--- src/hw/asr_pkg.sv ---
// package for the asynchronous serial channel, transmitter and receiver
// assumes one 10 MHz clock and a plain address/strobe register port
package asr_pkg;
  localparam int CLK_HZ = 10_000_000;
  // register addresses as printed, plus added ones
  localparam logic [31:0] ADDR_MODE = 32'hFFFE8000;
  localparam logic [31:0] ADDR_BAUD = 32'hFFFE8002;
  localparam logic [31:0] ADDR_CTRL = 32'hFFFE8004;
  localparam logic [31:0] ADDR_TXD = 32'hFFFE8006;
  localparam logic [31:0] ADDR_STAT = 32'hFFFE8008;
  localparam logic [31:0] ADDR_RXD = 32'hFFFE800A;
  localparam logic [31:0] ADDR_IRQ_STAT = 32'hFFFE800C;
  localparam logic [31:0] ADDR_IRQ_EN = 32'hFFFE800E;
  localparam logic [31:0] ADDR_IRQ_CLR = 32'hFFFE8010;
  localparam logic [31:0] ADDR_HALT = 32'hFFFE8012;
  // mode register fields
  localparam int MODE_CHAR_LEN = 6;
  localparam int MODE_PARITY_ON = 5;
  localparam int MODE_ODD = 4;
  localparam int MODE_STOP = 3;
  localparam int MODE_PRESCALE = 0;
  // control register fields
  localparam int CTRL_TX_EMPTY_IRQ_EN = 7;
  localparam int CTRL_RX_IRQ_EN = 6;
  localparam int CTRL_TX_ON = 5;
  localparam int CTRL_RX_ON = 4;
  localparam int CTRL_CKE = 0;
  // status register fields
  localparam int ST_TX_BUF_EMPTY = 7;
  localparam int ST_RDRF = 6;
  localparam int ST_ORER = 5;
  localparam int ST_FER = 4;
  localparam int ST_PER = 3;
  localparam int ST_TX_DONE = 2;
  // interrupt status bits
  localparam int IRQ_TXE = 0;
  localparam int IRQ_RXF = 1;
  localparam int IRQ_ERR = 2;
  localparam int IRQ_W = 3;
  // reset values
  localparam logic [7:0] MODE_RST = 8'h00;
  localparam logic [7:0] BAUD_RST = 8'hFF;
  localparam logic [7:0] CTRL_RST = 8'h00;
  localparam logic [7:0] STAT_RST = 8'h84;
  localparam logic HALT_RST = 1'b1;
  // oversampling and bit counts, clock source codes
  localparam logic [3:0] TICK_LAST = 4'hF;
  localparam logic [3:0] TICK_MID = 4'h7;
  localparam logic [2:0] BITS8_LAST = 3'h7;
  localparam logic [2:0] BITS7_LAST = 3'h6;
  localparam logic [1:0] CKE_INT = 2'h0;
  localparam logic [1:0] CKE_OUT = 2'h1;

  typedef enum logic [2:0] {
    LN_IDLE, LN_START, LN_DATA, LN_PAR, LN_STOP
  } asr_line_st_t;

  typedef struct packed {
    logic [31:0] addr;
    logic [7:0] wdata;
    logic wr;
    logic rd;
  } asr_bus_req_t;
endpackage

--- src/hw/asr_sync.sv ---
// two-flop synchroniser for one level
// assumes the input is asynchronous to sys_clk_i
`timescale 1ns/1ps
module asr_sync #(
  parameter logic RST_VAL = 1'b1
) (
  input wire logic sys_clk_i,
  input wire logic rst_i,
  input wire logic d_i,
  output logic q_o
);
  typedef struct packed {
    logic s1;
    logic s2;
  } asr_sync_st_t;
  asr_sync_st_t st_reg;
  asr_sync_st_t st_next;

  always_comb begin
    st_next = st_reg;
    st_next.s1 = d_i;
    st_next.s2 = st_reg.s1;
  end

  always_ff @(posedge sys_clk_i or posedge rst_i) begin
    if (rst_i) begin
      st_reg <= '{s1: RST_VAL, s2: RST_VAL};
    end else begin
      st_reg <= st_next;
    end
  end

  assign q_o = st_reg.s2;
endmodule

--- src/hw/asr_baud.sv ---
// baud generator: one-cycle tick at sixteen times the bit rate
// assumes divisor and prescale are steady while enabled
`timescale 1ns/1ps
module asr_baud (
  input wire logic sys_clk_i,
  input wire logic rst_i,
  input wire logic en_i,
  input wire logic [7:0] div_i,
  input wire logic [1:0] prescale_i,
  output logic tick_o
);
  import asr_pkg::*;
  typedef struct packed {
    logic [15:0] cnt;
    logic tick;
  } asr_baud_st_t;
  asr_baud_st_t st_reg;
  asr_baud_st_t st_next;
  logic [15:0] lim;

  always_comb begin
    // period 2*(div+1)*4^prescale cycles per tick
    lim = (({8'h00, div_i} + 16'h0001) << {prescale_i, 1'b1}) - 16'h0001;
    st_next = st_reg;
    st_next.tick = 1'b0;
    if (!en_i) begin
      st_next.cnt = 16'h0000;
    end else if (st_reg.cnt >= lim) begin
      st_next.cnt = 16'h0000;
      st_next.tick = 1'b1;
    end else begin
      st_next.cnt = st_reg.cnt + 16'h0001;
    end
  end

  always_ff @(posedge sys_clk_i or posedge rst_i) begin
    if (rst_i) begin
      st_reg <= '0;
    end else begin
      st_reg <= st_next;
    end
  end

  assign tick_o = st_reg.tick;
endmodule

--- src/hw/asr_top.sv ---
// asynchronous serial channel: registers, transmitter, receiver, irq
// assumes rxd_i is asynchronous and the bus master never waits
//
// Added by the designer: the address-and-strobe port.
`timescale 1ns/1ps
module asr_top (
  input wire logic sys_clk_i,
  input wire logic rst_i,
  input wire asr_pkg::asr_bus_req_t bus_i,
  output logic [7:0] rd_data_o,
  input wire logic rxd_i,
  output logic txd_o,
  output logic sck_o,
  output logic sck_oe_o,
  output logic tx_empty_irq_o,
  output logic rx_full_irq_o,
  output logic rx_error_irq_o,
  output logic irq_o
);
  import asr_pkg::*;

  typedef struct packed {
    logic [7:0] mode;
    logic [7:0] baud;
    logic [7:0] ctrl;
    logic [7:0] tdr;
    logic [7:0] rdr;
    logic tx_buf_empty_flag;
    logic rdrf;
    logic orer;
    logic fer;
    logic per;
    logic tx_done_flag;
    logic halt;
    logic [IRQ_W-1:0] irq_stat;
    logic [IRQ_W-1:0] irq_en;
    logic [7:0] rd_data;
    asr_line_st_t tx_st;
    logic [7:0] tx_sh;
    logic [3:0] tx_cnt;
    logic [2:0] tx_bit;
    logic txd;
    asr_line_st_t rx_st;
    logic [7:0] rx_sh;
    logic [3:0] rx_cnt;
    logic [2:0] rx_bit;
    logic rx_perr;
    logic rxd_prev;
    logic tx_empty_irq;
    logic rx_full_irq;
    logic rx_error_irq;
    logic irq;
    logic sck;
    logic sck_oe;
  } asr_top_st_t;

  asr_top_st_t st_reg;
  asr_top_st_t st_next;
  logic tick;
  logic rxd_s;
  logic run;
  logic [2:0] last_bit;
  logic [7:0] stat_val;
  logic [IRQ_W-1:0] irq_set;

  assign run = ~st_reg.halt;

  asr_sync #(
    .RST_VAL(1'b1)
  ) u_rx_sync (
    .sys_clk_i(sys_clk_i),
    .rst_i(rst_i),
    .d_i(rxd_i),
    .q_o(rxd_s)
  );

  asr_baud u_baud (
    .sys_clk_i(sys_clk_i),
    .rst_i(rst_i),
    .en_i(run),
    .div_i(st_reg.baud),
    .prescale_i(st_reg.mode[MODE_PRESCALE +: 2]),
    .tick_o(tick)
  );

  always_comb begin
    st_next = st_reg;
    irq_set = '0;
    last_bit = st_reg.mode[MODE_CHAR_LEN] ? BITS7_LAST : BITS8_LAST;
    stat_val = {st_reg.tx_buf_empty_flag, st_reg.rdrf, st_reg.orer,
                st_reg.fer, st_reg.per, st_reg.tx_done_flag, 2'b00};

    // register reads: data only in the cycle after the strobe
    st_next.rd_data = 8'h00;
    if (bus_i.rd) begin
      unique case (bus_i.addr)
        ADDR_MODE: st_next.rd_data = st_reg.mode;
        ADDR_BAUD: st_next.rd_data = st_reg.baud;
        ADDR_CTRL: st_next.rd_data = st_reg.ctrl;
        ADDR_TXD: st_next.rd_data = st_reg.tdr;
        ADDR_STAT: st_next.rd_data = stat_val;
        ADDR_RXD: st_next.rd_data = st_reg.rdr;
        ADDR_IRQ_STAT: st_next.rd_data = {5'h00, st_reg.irq_stat};
        ADDR_IRQ_EN: st_next.rd_data = {5'h00, st_reg.irq_en};
        ADDR_HALT: st_next.rd_data = {7'h00, st_reg.halt};
        default: st_next.rd_data = 8'h00;
      endcase
    end

    // register writes; hardware sets below override clears
    if (bus_i.wr) begin
      unique case (bus_i.addr)
        ADDR_MODE: st_next.mode = bus_i.wdata;
        ADDR_BAUD: st_next.baud = bus_i.wdata;
        ADDR_CTRL: st_next.ctrl = bus_i.wdata;
        ADDR_TXD: begin
          st_next.tdr = bus_i.wdata;
          st_next.tx_buf_empty_flag = 1'b0;
          st_next.tx_done_flag = 1'b0;
        end
        ADDR_STAT: begin
          // write zero to clear receive flags
          st_next.rdrf = st_reg.rdrf & bus_i.wdata[ST_RDRF];
          st_next.orer = st_reg.orer & bus_i.wdata[ST_ORER];
          st_next.fer = st_reg.fer & bus_i.wdata[ST_FER];
          st_next.per = st_reg.per & bus_i.wdata[ST_PER];
        end
        ADDR_IRQ_EN: st_next.irq_en = bus_i.wdata[IRQ_W-1:0];
        ADDR_IRQ_CLR: begin
          st_next.irq_stat = st_reg.irq_stat & ~bus_i.wdata[IRQ_W-1:0];
        end
        ADDR_HALT: st_next.halt = bus_i.wdata[0];
        default: begin
        end
      endcase
    end

    // transmitter
    if (!run || !st_reg.ctrl[CTRL_TX_ON]) begin
      st_next.tx_st = LN_IDLE;
      st_next.txd = 1'b1;
    end else begin
      unique case (st_reg.tx_st)
        LN_IDLE: begin
          st_next.txd = 1'b1;
          if (!st_reg.tx_buf_empty_flag && tick) begin
            st_next.tx_sh = st_reg.tdr;
            st_next.tx_buf_empty_flag = 1'b1;
            irq_set[IRQ_TXE] = 1'b1;
            st_next.tx_done_flag = 1'b0;
            st_next.tx_cnt = 4'h0;
            st_next.tx_st = LN_START;
            st_next.txd = 1'b0;
          end
        end
        default: begin
          if (tick) begin
            st_next.tx_cnt = st_reg.tx_cnt + 4'h1;
            if (st_reg.tx_cnt == TICK_LAST) begin
              unique case (st_reg.tx_st)
                LN_START: begin
                  st_next.tx_st = LN_DATA;
                  st_next.tx_bit = 3'h0;
                  st_next.txd = st_reg.tx_sh[0];
                end
                LN_DATA: begin
                  if (st_reg.tx_bit == last_bit) begin
                    if (st_reg.mode[MODE_PARITY_ON]) begin
                      st_next.tx_st = LN_PAR;
                      st_next.txd = (^(st_reg.tx_sh
                                     & {~st_reg.mode[MODE_CHAR_LEN], 7'h7F}))
                                    ^ st_reg.mode[MODE_ODD];
                    end else begin
                      st_next.tx_st = LN_STOP;
                      st_next.tx_bit = 3'h0;
                      st_next.txd = 1'b1;
                    end
                  end else begin
                    st_next.tx_bit = st_reg.tx_bit + 3'h1;
                    st_next.txd = st_reg.tx_sh[st_reg.tx_bit + 3'h1];
                  end
                end
                LN_PAR: begin
                  st_next.tx_st = LN_STOP;
                  st_next.tx_bit = 3'h0;
                  st_next.txd = 1'b1;
                end
                LN_STOP: begin
                  if (st_reg.mode[MODE_STOP] && st_reg.tx_bit == 3'h0) begin
                    st_next.tx_bit = 3'h1;
                  end else begin
                    st_next.tx_st = LN_IDLE;
                    st_next.tx_done_flag = st_reg.tx_buf_empty_flag;
                  end
                end
                default: st_next.tx_st = LN_IDLE;
              endcase
            end
          end
        end
      endcase
    end

    // receiver
    st_next.rxd_prev = rxd_s;
    if (!run || !st_reg.ctrl[CTRL_RX_ON]) begin
      st_next.rx_st = LN_IDLE;
    end else begin
      unique case (st_reg.rx_st)
        LN_IDLE: begin
          if (st_reg.rxd_prev && !rxd_s) begin
            st_next.rx_st = LN_START;
            st_next.rx_cnt = 4'h0;
            st_next.rx_sh = 8'h00;
            st_next.rx_perr = 1'b0;
          end
        end
        default: begin
          if (tick) begin
            st_next.rx_cnt = st_reg.rx_cnt + 4'h1;
            unique case (st_reg.rx_st)
              LN_START: begin
                if (st_reg.rx_cnt == TICK_MID) begin
                  st_next.rx_cnt = 4'h0;
                  st_next.rx_bit = 3'h0;
                  st_next.rx_st = rxd_s ? LN_IDLE : LN_DATA;
                end
              end
              LN_DATA: begin
                if (st_reg.rx_cnt == TICK_LAST) begin
                  st_next.rx_sh[st_reg.rx_bit] = rxd_s;
                  st_next.rx_bit = st_reg.rx_bit + 3'h1;
                  if (st_reg.rx_bit == last_bit) begin
                    st_next.rx_st = st_reg.mode[MODE_PARITY_ON] ? LN_PAR
                                                        : LN_STOP;
                  end
                end
              end
              LN_PAR: begin
                if (st_reg.rx_cnt == TICK_LAST) begin
                  st_next.rx_perr = rxd_s ^ (^st_reg.rx_sh)
                                    ^ st_reg.mode[MODE_ODD];
                  st_next.rx_st = LN_STOP;
                end
              end
              LN_STOP: begin
                if (st_reg.rx_cnt == TICK_LAST) begin
                  st_next.rx_st = LN_IDLE;
                  if (st_reg.rdrf) begin
                    st_next.orer = 1'b1;
                    irq_set[IRQ_ERR] = 1'b1;
                  end else begin
                    st_next.rdr = st_reg.rx_sh;
                    st_next.rdrf = 1'b1;
                    irq_set[IRQ_RXF] = 1'b1;
                  end
                  // break shows as framing error with zero data
                  if (!rxd_s) begin
                    st_next.fer = 1'b1;
                    irq_set[IRQ_ERR] = 1'b1;
                  end
                  if (st_reg.rx_perr) begin
                    st_next.per = 1'b1;
                    irq_set[IRQ_ERR] = 1'b1;
                  end
                end
              end
              default: st_next.rx_st = LN_IDLE;
            endcase
          end
        end
      endcase
    end

    // sticky interrupt status, set wins over clear
    st_next.irq_stat = st_next.irq_stat | irq_set;
    st_next.irq = |(st_next.irq_stat & st_next.irq_en);

    // per-source request levels
    st_next.tx_empty_irq = st_next.ctrl[CTRL_TX_EMPTY_IRQ_EN]
                           & st_next.tx_buf_empty_flag;
    st_next.rx_full_irq = st_next.ctrl[CTRL_RX_IRQ_EN] & st_next.rdrf;
    st_next.rx_error_irq = st_next.ctrl[CTRL_RX_IRQ_EN]
                           & (st_next.orer | st_next.fer | st_next.per);

    // clock pin stays an input for the internal source
    st_next.sck_oe = run && st_reg.ctrl[CTRL_CKE +: 2] == CKE_OUT;
    st_next.sck = st_reg.tx_cnt[3];
  end

  always_ff @(posedge sys_clk_i or posedge rst_i) begin
    if (rst_i) begin
      st_reg <= '0;
      st_reg.mode <= MODE_RST;
      st_reg.baud <= BAUD_RST;
      st_reg.ctrl <= CTRL_RST;
      st_reg.tx_buf_empty_flag <= STAT_RST[ST_TX_BUF_EMPTY];
      st_reg.rdrf <= STAT_RST[ST_RDRF];
      st_reg.orer <= STAT_RST[ST_ORER];
      st_reg.fer <= STAT_RST[ST_FER];
      st_reg.per <= STAT_RST[ST_PER];
      st_reg.tx_done_flag <= STAT_RST[ST_TX_DONE];
      st_reg.halt <= HALT_RST;
      st_reg.tx_st <= LN_IDLE;
      st_reg.rx_st <= LN_IDLE;
      st_reg.txd <= 1'b1;
      st_reg.rxd_prev <= 1'b1;
    end else begin
      st_reg <= st_next;
    end
  end

  assign rd_data_o = st_reg.rd_data;
  assign txd_o = st_reg.txd;
  assign sck_o = st_reg.sck;
  assign sck_oe_o = st_reg.sck_oe;
  assign tx_empty_irq_o = st_reg.tx_empty_irq;
  assign rx_full_irq_o = st_reg.rx_full_irq;
  assign rx_error_irq_o = st_reg.rx_error_irq;
  assign irq_o = st_reg.irq;
endmodule

--- config.mk ---
export PLATFORM = sky130hd
export DESIGN_NAME = asr_top
export DESIGN_NICKNAME = d
export VERILOG_FILES = /design/src/hw/asr_pkg.sv /design/src/hw/asr_sync.sv /design/src/hw/asr_baud.sv /design/src/hw/asr_top.sv
export SDC_FILE = /design/constraint.sdc
export NUM_CORES = 1
export LEC_CHECK = 0
export BUFFER_PORTS_ARGS = -buffer_cell sky130_fd_sc_hd__buf_2
export CORE_ASPECT_RATIO = 1.2
export CORE_MARGIN = 3
export CORE_UTILIZATION = 39
export CTS_CLUSTER_SIZE = 10
export DETAILED_ROUTE_END_ITERATION = 16
export PLACE_DENSITY_LB_ADDON = 0.12
export SLEW_MARGIN = 20
export SYNTH_ARGS = -nofsm -noshare
export SYNTH_HDL_FRONTEND = slang
export SYNTH_SLANG_ARGS = --single-unit
--- constraint.sdc ---
create_clock -name sys_clk_i -period 5.11 [get_ports sys_clk_i]
set_clock_uncertainty 0.2 [all_clocks]
set_input_delay 0.7665 -clock sys_clk_i [delete_from_list [all_inputs] [get_ports sys_clk_i]]
set_output_delay 0.7665 -clock sys_clk_i [all_outputs]
set_load 0.05 [all_outputs]
### After elaboration in Yosys (flattened, before gate mapping)

Cells that the tools add are included.

* register bits: 125
* output and inout bits: 15
* bits in read-only memories: 0
* bits in latches: 0
* memories kept: 0
* input port bits: 45
* logic and storage cells: 251
* bits in writable memories: 0

* $add $sub $neg: 7
* div/mod/pow operators: 0
* muxes and demuxes: 94
* reduce and logical (&&, ||, !) cells: 45
* bitwise logic cells: 24
* eq/ne operators: 39
* $lt $le $gt $ge: 4
* shifts and indexed selects: 1
* multiply operators: 0

Operators by type and width (count)
* $eq 32x32->1 const B: 10
* $pmux 8 s9: 1
* $mux 3: 17
* $mux 16: 3
* $mux 15: 3
* $mux 4: 10
* $mux 8: 5
* $mux 1: 37
* $pmux 3 s4: 2
* $ne 4x4->1 const B: 5
* $mux 19: 1
* $add 16x1->16 const B: 1
* $ge 16x16->1: 1
* $reduce_xor 8->1: 2
* $shl 9x3->16: 1
* $sub 16x1->16 const B: 1
* $reduce_and 5->1: 3
* $reduce_and 7->1: 2
* $mux 13: 1
* $eq 3x2->1 const B: 4
* $mux 2: 6
* $reduce_and 3->1: 4
* $reduce_and 6->1: 2
* $reduce_bool 2->1: 6
* 39 further kinds: 86

### Logic depth before layout (Yosys ltp)

Gate-level depths: netlist of the first run.

* depth in word-level cells: 13
* gate-level depth with buffers: 18
* depth with buffers taken out: 16

### Modules after synthesis

A second synthesis of the first run with hierarchy kept.

* cells, all modules: 803
* area total of the unflattened synthesis: 7843.8 µm²

Modules (own cells, without submodules)
* asr_top: instances 1, area an instance 5765.5 µm², cells each 545, sequential area each 2668.8 µm²
* asr_baud: instances 1, area an instance 2021.9 µm², cells each 255, sequential area each 425.4 µm²
* asr_sync: instances 1, area an instance 56.3 µm², cells each 3, sequential area each 52.6 µm²

### Worst setup path before layout of the first run

Ideal clock, no wire load.

* kind: register to register
* start: reg st_reg[91] (netlist name)
* end: reg u_baud.st_reg[10] (netlist name)
* path buffers: 2
* data required time: 4.774 ns
* library setup time: 0.136 ns
* clock period less this slack: 4.063 ns
* arrival time: 3.727 ns
* cell stages (with the launch flop): 19
* slack: 1.047 ns
* cell sequence: dfstp_2 -> ha_1 -> clkbuf_1 -> xor2_1 -> o21ai_0 -> a2bb2o_1 -> nand2b_1 -> nor4b_2 -> xnor2_1 -> a22oi_1 -> ha_1 -> nand4_1 -> nor2_1 -> o21ai_0 -> a21oi_1 -> o41ai_1 -> a21oi_1 -> clkbuf_1 -> nor3_1

RTL lines
* start, declared: line asr_top.sv:57 `asr_top_st_t st_reg;`
* start signal, assigned: line asr_top.sv:309 `st_reg <= st_next;`
* end signal, assigned: line asr_baud.sv:40 `st_reg <= st_next;`
* end, declared: line asr_baud.sv:17 `asr_baud_st_t st_reg;`

==> impl_metrics.yaml, run 1 <==
timing:
  setup_ws_ns: 0.5948
  worst_slew_pin_slew_ns: 0.8088
  fin_tns_setup_ns: 0
  slew-limit-headroom: 0.4608
  slew_viol_final: 0
  max_freq_mhz: 221.5
  period_share: 0.8836
  setup_viol: 0
  final_hold_viol_count: 0
  post-route-min-period_ns: 4.515
  timing.hold.ws_ns: 0.1546
  grt_setup_unrepaired: "false"
logic_synthesis:
  ys_seq_area_frac: 0.4179
  synthCells: 790
  synthDistinctLibCells: 73
  synthArstFlopShare: 1.000
  synth-seq-cells: 125
  ys.flop_type: "dfrtp_1"
  synth_area_per_cell_um2: 9.531
  yosysWarnings: 0
  syn-num-nets: 858
  syn_area_um2: 7530
  synth_edf_count: 0
cts:
  ctsLongestPathBuffers: 2
  cts_buffers: 17
  insertion_delay_ns: 0.41
  post_cts_buffers: 0
  cts-root-buf: "clkbuf_16"
  cts_resized: 0
  h-tree-depth: 4
  path_clk_slew_ns: 0.06
  cts_sinks: 125
  cts_tree: "done"
  cts_hold_buffers: 0
worst_setup_path:
  crit_family: "compound AO/OA/AOI/OAI gates"
  crit_path_end_kind: "flip-flop"
  rr_startpoint: "st_reg[90]$_DFFE_PP1P_"
  cp-start-kind: "flip-flop"
  r2r_setup_slack_ns: 0.59
  rr_worst_depth: 16
  crit_chain: "ha_1, xor2_1, o21ai_0, inv_1, o31ai_1, nor4b_4, a21o_1, a22oi_1, ha_1, nand4_1, nor2_1, o21ai_0, a21oi_1, o41ai_1, a21oi_2, nor2b_1"
  crit_arrival_ns: 4.65
  max_stage_delay_ns: 0.65
  crit_fanout: 17
  critPathRequiredTime_ns: 5.24
  timing.rr.end: "u_baud.tick_o$_DFF_PP0_"
  cp_slowest_cell: "dfstp_2"
  critPathBufInv: 1
  worst-setup-path-type: "reg -> reg"
min_path:
  hp-class: "reg -> reg"
  whs_endpoint: "u_rx_sync.q_o$_DFF_PP1_"
  holdPathStages: 0
  min_from: "u_rx_sync.st_next[0]$_DFF_PP1_"
global_route:
  grt_pass1_vias: 5901
  antenna_found_initial: 0
  track_usage: 0.1824
  grt_overflow: 0
  grt_max_degree: 66
  grt_pass1_wl_um: 30670
pwr:
  p_leak_nw: 3.766
  peakVddDrop_mv: 0.1980
  powerDensity_nw_per_um2: 268.4
route:
  vias: 6007
  viasPerCell: 5.496
  drt.antenna.violating_nets: 0
  drt_iter0_markers: 511
  wl_per_cell_um: 17.56
  drc: 0
  wirelength_um: 19200
  dr.pass1.iters: 5
floorplanning:
  dieArea_um2: 21020
  core_um2: 18920
  die_w_um: 132.8
  die-height_um: 158.2
  start_util: 0.3979
  num_rows: 55
  io_pins: 60
placement:
  place.gp.congestion: 0.8453
  port_buffers: 59
  dp_hpwl_um: 14260
  dp_slack_ns: 0.5625
cells_and_area:
  fill_cells: 1827
  final_nets: 892
  largest_register_ffs: 90
  post-route-util: 0.4523
  multiInputGateArea_um2: 4040
  diodes: 0
  area_delta_synth_final_pct: 13.68
  drive_gt1_frac: 0.1983
  regArea_um2: 3147
job:
  drv_cap: 0
status:
  outcome: "finished, final reports clean"
==> layout make-up <==
cell class | instances | share of cell area
clock buffers | 20 | 0.05219
clock inverters | 12 | 0.01886
well taps | 256 | 0.03742
multi-input cells | 586 | 0.4720
inverters | 31 | 0.01389
flip-flops and latches | 125 | 0.3676
repair buffers | 63 | 0.03801
==> stage by stage <==
step                      instances  power (W)  instance area [um^2]
after floorplan                 790   0.001043                  7530
after global placement         1061   0.001076                  7948
after detailed placement       1061   0.001078                  7951
after CTS                      1093   0.002326                  8559
after global routing           1093   0.002379                  8559
final                          1093   0.002298                  8559
==> layout by cell type, fill, tap and decap left out, types with 4 or more instances in the layout <==
cell,Yosys,final
buf_2,7,59
mux2_2,38,38
dfstp_2,15,15
mux2_1,4,4
nand4_1,17,17
buf_4,9,4
nand2_1,76,76
clkbuf_16,0,17
nor2b_1,12,12
a31oi_1,7,7
inv_1,29,28
xor2_1,18,18
a21o_1,8,8
a21oi_1,34,33
nand3b_1,4,4
xnor2_1,29,29
o21ai_1,4,4
mux4_2,4,4
nand2b_1,11,11
a22oi_1,15,15
or3_1,9,9
and3_1,7,7
and2_1,7,7
dfrtp_1,110,110
o21ai_0,68,68
nor2_1,37,37
o31ai_1,10,10
ha_1,23,23
nor3_1,28,28
nand3_1,40,40
mux2i_1,16,16
==> cells in the mapped netlist (8+ instances only) <==
cell type / instances / area (um^2)
nor2_1: 37 / 138.9
clkbuf_1: 28 / 105.1
a22oi_1: 15 / 112.6
o21ai_0: 68 / 340.3
or3_1: 9 / 56.30
nand2_1: 76 / 285.3
nor3_1: 28 / 140.1
a21oi_1: 34 / 170.2
dfstp_2: 15 / 394.1
mux2_2: 38 / 427.9
xor2_1: 18 / 157.7
mux2i_1: 16 / 160.2
nor2b_1: 12 / 75.07
xnor2_1: 29 / 254.0
nand2b_1: 11 / 68.82
nand4_1: 17 / 106.4
ha_1: 23 / 287.8
o31ai_1: 10 / 75.07
a21o_1: 8 / 60.06
dfrtp_1: 110 / 2753
buf_4: 9 / 67.56
nand3_1: 40 / 200.2
inv_1: 29 / 108.9
==> per-layer routing <==
| layer | global-route usage | routed length (um) |
|---|---|---|
| met1 | 0.2295 | 8377 |
| met5 | 0 | 0 |
| met2 | 0.3250 | 10060 |
| met4 | 0.05446 | 209 |
| met3 | 0.02797 | 546 |
==> report_power, final <==
part,switching (W),total (W),internal (W)
clock network,0.000454,0.00124,0.000785
logic,0.0000445,0.0000647,0.0000203
registers,0.00000108,0.000994,0.000993
==> worst register-to-register path, delay by kind of cell (launching register included) <==
family / cells / cell delay [ns]
compound gates: 8 / 1.84
simple gates: 4 / 0.87
fa+ha+maj: 2 / 0.67
flops: 1 / 0.65
xor+xnor: 1 / 0.12
buf+inv: 1 / 0.10
==> kinds of logic (layout without fill, tap and decap cells) <==
family	after synthesis	after routing	share of synthesized area
AOI/OAI and AO/OA	180	180	0.1494
adders and majority gates	23	23	0.03822
xor gates and xnor gates	48	48	0.05766
muxes	63	63	0.09804
and+or+nand+nor	272	272	0.1928
buffers and inverters	79	126	0.04603
DFF	125	125	0.4179
==> how the worst max path moves through the flow <==
| stage | from | endpoint | slack (ns) | cells past startpoint |
|---|---|---|---|---|
| after global routing | st_reg[90]$_DFFE_PP1P_ | u_baud.tick_o$_DFF_PP0_ | 0.09 | 16 |
| after detailed placement | st_reg[90]$_DFFE_PP1P_ | u_baud.tick_o$_DFF_PP0_ | 0.56 | 16 |
| final | st_reg[90]$_DFFE_PP1P_ | u_baud.tick_o$_DFF_PP0_ | 0.59 | 16 |
| after global placement | st_reg[90]$_DFFE_PP1P_ | u_baud.tick_o$_DFF_PP0_ | 0.41 | 16 |
| after floorplan | rst_i | irq_o$_DFF_PP0_ | 0.84 | 1 |
| after CTS | st_reg[90]$_DFFE_PP1P_ | u_baud.tick_o$_DFF_PP0_ | 0.55 | 16 |
Power figures use the tool's default switching activity.
==> run 2: changes to the inputs <==
Settings changed: ABC_AREA set to 1.
Clock period 5.11 ns to 4.7 ns, I/O delays scaled along.
==> run 2 against run 1 <==
Compared with the run above: power is 14% higher; sequential cell count stayed put; clock power is 7% lower; global-route usage is 2.0 points higher; fmax is 22% higher; non-clock buffer count is 2 lower; via count is 16% higher.
==> impl_metrics.yaml, run 2 <==
timing:
  slew-limit-headroom: 0.4352
  setup_viol: 0
  setup_ws_ns: 1.004
  grt_setup_unrepaired: "false"
  fin_tns_setup_ns: 0
  period_share: 0.7865
  final_hold_viol_count: 0
  slew_viol_final: 0
  post-route-min-period_ns: 3.696
  worst_slew_pin_slew_ns: 0.8472
  max_freq_mhz: 270.5
logic_synthesis:
  synthArstFlopShare: 1.000
  ys_seq_area_frac: 0.3888
  synth_common_cells: "231 x nand2_1, 129 x inv_1, 111 x nor2_1"
  ys.flop_type: "dfrtp_1"
  netlist.area_leader.share: 0.3401
  synth-seq-cells: 125
  synthCells: 1071
  syn-num-nets: 1139
  synth.area.top_cells: "dfrtp_1 34%, nand2_1 11%, inv_1 6.0%, nor2_1 5.1%, dfstp_2 4.9%"
  synthDistinctLibCells: 50
  yosysMostFrequentCell: "nand2_1"
  synth_edf_count: 0
  yosysWarnings: 0
  synth_area_per_cell_um2: 7.557
  synth_top_area_cell: "dfrtp_1"
  syn_area_um2: 8094
pwr:
  p_seq_frac: 0.428
  switching_power_w: 0.0007586
  pwr-share-comb: 0.133
  peakVddDrop_mv: 0.2471
  report.power.total_w: 0.002629
  p_leak_nw: 4.414
  sw_frac_of_total: 0.2885
  powerDensity_nw_per_um2: 290.1
  p_int_w: 0.001871
  clkPwrFrac: 0.439
cells_and_area:
  final_nets: 1193
  drive_gt1_frac: 0.1872
  multiInputGateArea_um2: 4225
  area_delta_synth_final_pct: 11.98
  largest_register_ffs: 90
  stdcell_count: 1403
  fill_cells: 2094
  diodes: 0
  final_cell_mix: "231 x nand2_1, 128 x inv_1, 111 x nor2_1"
  regArea_um2: 3147
  post-route-util: 0.4459
  final_common_cell: "nand2_1"
worst_setup_path:
  crit_path_end_kind: "flip-flop"
  critPathRequiredTime_ns: 4.82
  crit_family: "simple AND/OR/NAND/NOR gates"
  worst-setup-path-type: "reg -> reg"
  rr_worst_depth: 17
  crit_fanout: 16
  critPathBufInv: 1
  max_stage_delay_ns: 0.63
  cp_slowest_cell: "dfrtp_1"
  startpoint: "st_reg[99]$_DFFE_PP0P_"
  path_common_cell: "nand2_1"
  path_depth: 17
  cp-start-kind: "flip-flop"
  crit_arrival_ns: 3.82
  crit_chain: "inv_2, nand3_1, ha_1, a21boi_2, nand2_1, nor2_2, nand2_1, nor2_1, nand3_1, nand2_1, nand2_1, ha_1, a21oi_1, o21ai_0, a21oi_1, nand2_1, nor3_1"
  rr_startpoint: "st_reg[99]$_DFFE_PP0P_"
route:
  viasPerCell: 4.957
  dr.pass1.iters: 5
  drc: 0
  wl_per_cell_um: 15.43
  drt_iter0_markers: 285
  drt.antenna.violating_nets: 0
  vias: 6954
  wirelength_um: 21640
status:
  outcome: "finished, final reports clean"
cts:
  cts_resized: 0
  ctsLongestPathBuffers: 2
  cts-root-buf: "clkbuf_16"
  cts_tree: "done"
  cts_buffers: 17
  h-tree-depth: 4
  insertion_delay_ns: 0.42
  cts_hold_buffers: 0
  cts_sinks: 125
  post_cts_buffers: 0
  path_clk_slew_ns: 0.07
global_route:
  antenna_found_initial: 0
  grt_pass1_vias: 6882
  grt_max_degree: 67
  track_usage: 0.2022
  grt_overflow: 0
  grt_pass1_wl_um: 35360
floorplanning:
  io_pins: 60
  core_um2: 20330
  dieArea_um2: 22530
  start_util: 0.3982
  die-height_um: 163.8
  num_rows: 57
  die_w_um: 137.5
min_path:
  min_from: "u_rx_sync.st_next[0]$_DFF_PP1_"
  holdPathStages: 0
  hp-class: "reg -> reg"
job:
  drv_cap: 0
placement:
  place.gp.congestion: 0.8752
  placed_cells: 1371
  dp_slack_ns: 0.9799
  port_buffers: 59
  dp_hpwl_um: 17050
==> run 2: logic make-up (layout without fill, tap and decap cells) <==
group	Yosys count	in the layout	synth area share
fa+ha+maj	23	23	0.03555
simple gates	545	545	0.3249
buf+inv	172	239	0.08919
compound gates	170	170	0.1207
xor+xnor	30	30	0.03246
mux	6	6	0.008347
flops	125	125	0.3888
==> run 2: layout make-up <==
class / instances / share of cell area
Clock inverter: 9 / 0.005522
Multi-Input combinational cell: 774 / 0.4662
Clock buffer: 23 / 0.04942
Sequential cell: 125 / 0.3472
Timing Repair Buffer: 61 / 0.03424
Inverter: 146 / 0.06088
Tap cell: 265 / 0.03658
==> run 2: power by group through the flow <==
stage / combinational [W] / clock (W) / sequential [W]
2_1_floorplan: 0.000256 / 0 / 0.00114
5_1_grt: 0.000402 / 0.00123 / 0.00113
4_1_cts: 0.000354 / 0.00118 / 0.00113
6_report: 0.000350 / 0.00115 / 0.00113
3_3_place_gp: 0.000355 / 0 / 0.00114
3_5_place_dp: 0.000353 / 0 / 0.00114
==> run 2: final timing paths <==
| check | end | slack, ns |
|---|---|---|
| setup reg to reg | u_baud.st_reg[9]$_DFF_PP0_ | 1.00 |
| hold reg to reg | u_rx_sync.q_o$_DFF_PP1_ | 0.15 |
| hold / removal | u_rx_sync.q_o$_DFF_PP1_ | 0.15 |
| setup / recovery | u_baud.st_reg[9]$_DFF_PP0_ | 1.00 |
| min in group asynchronous | st_reg[39]$_DFFE_PP0P_ | 0.23 |
| max in group asynchronous | u_rx_sync.q_o$_DFF_PP1_ | 3.06 |
==> run 2: through the flow <==
stage / area [um^2] / hold WS (ns)
final: 9064 / 0.1547
after global routing: 9064 / 0.1596
after CTS: 9064 / 0.1554
after detailed placement: 8566 / 0.1472
after global placement: 8566 / 0.1459
after floorplan: 8094 / 0.1452
==> run 2: routing by layer <==
metal  wire length (um)  GRT usage  up-vias
li1                   -          -     3584
met1               9364     0.2439     3230
met2              11030     0.3546      100
met3                460    0.03064       40
met4                792    0.08711        0
met5                  0          0        -
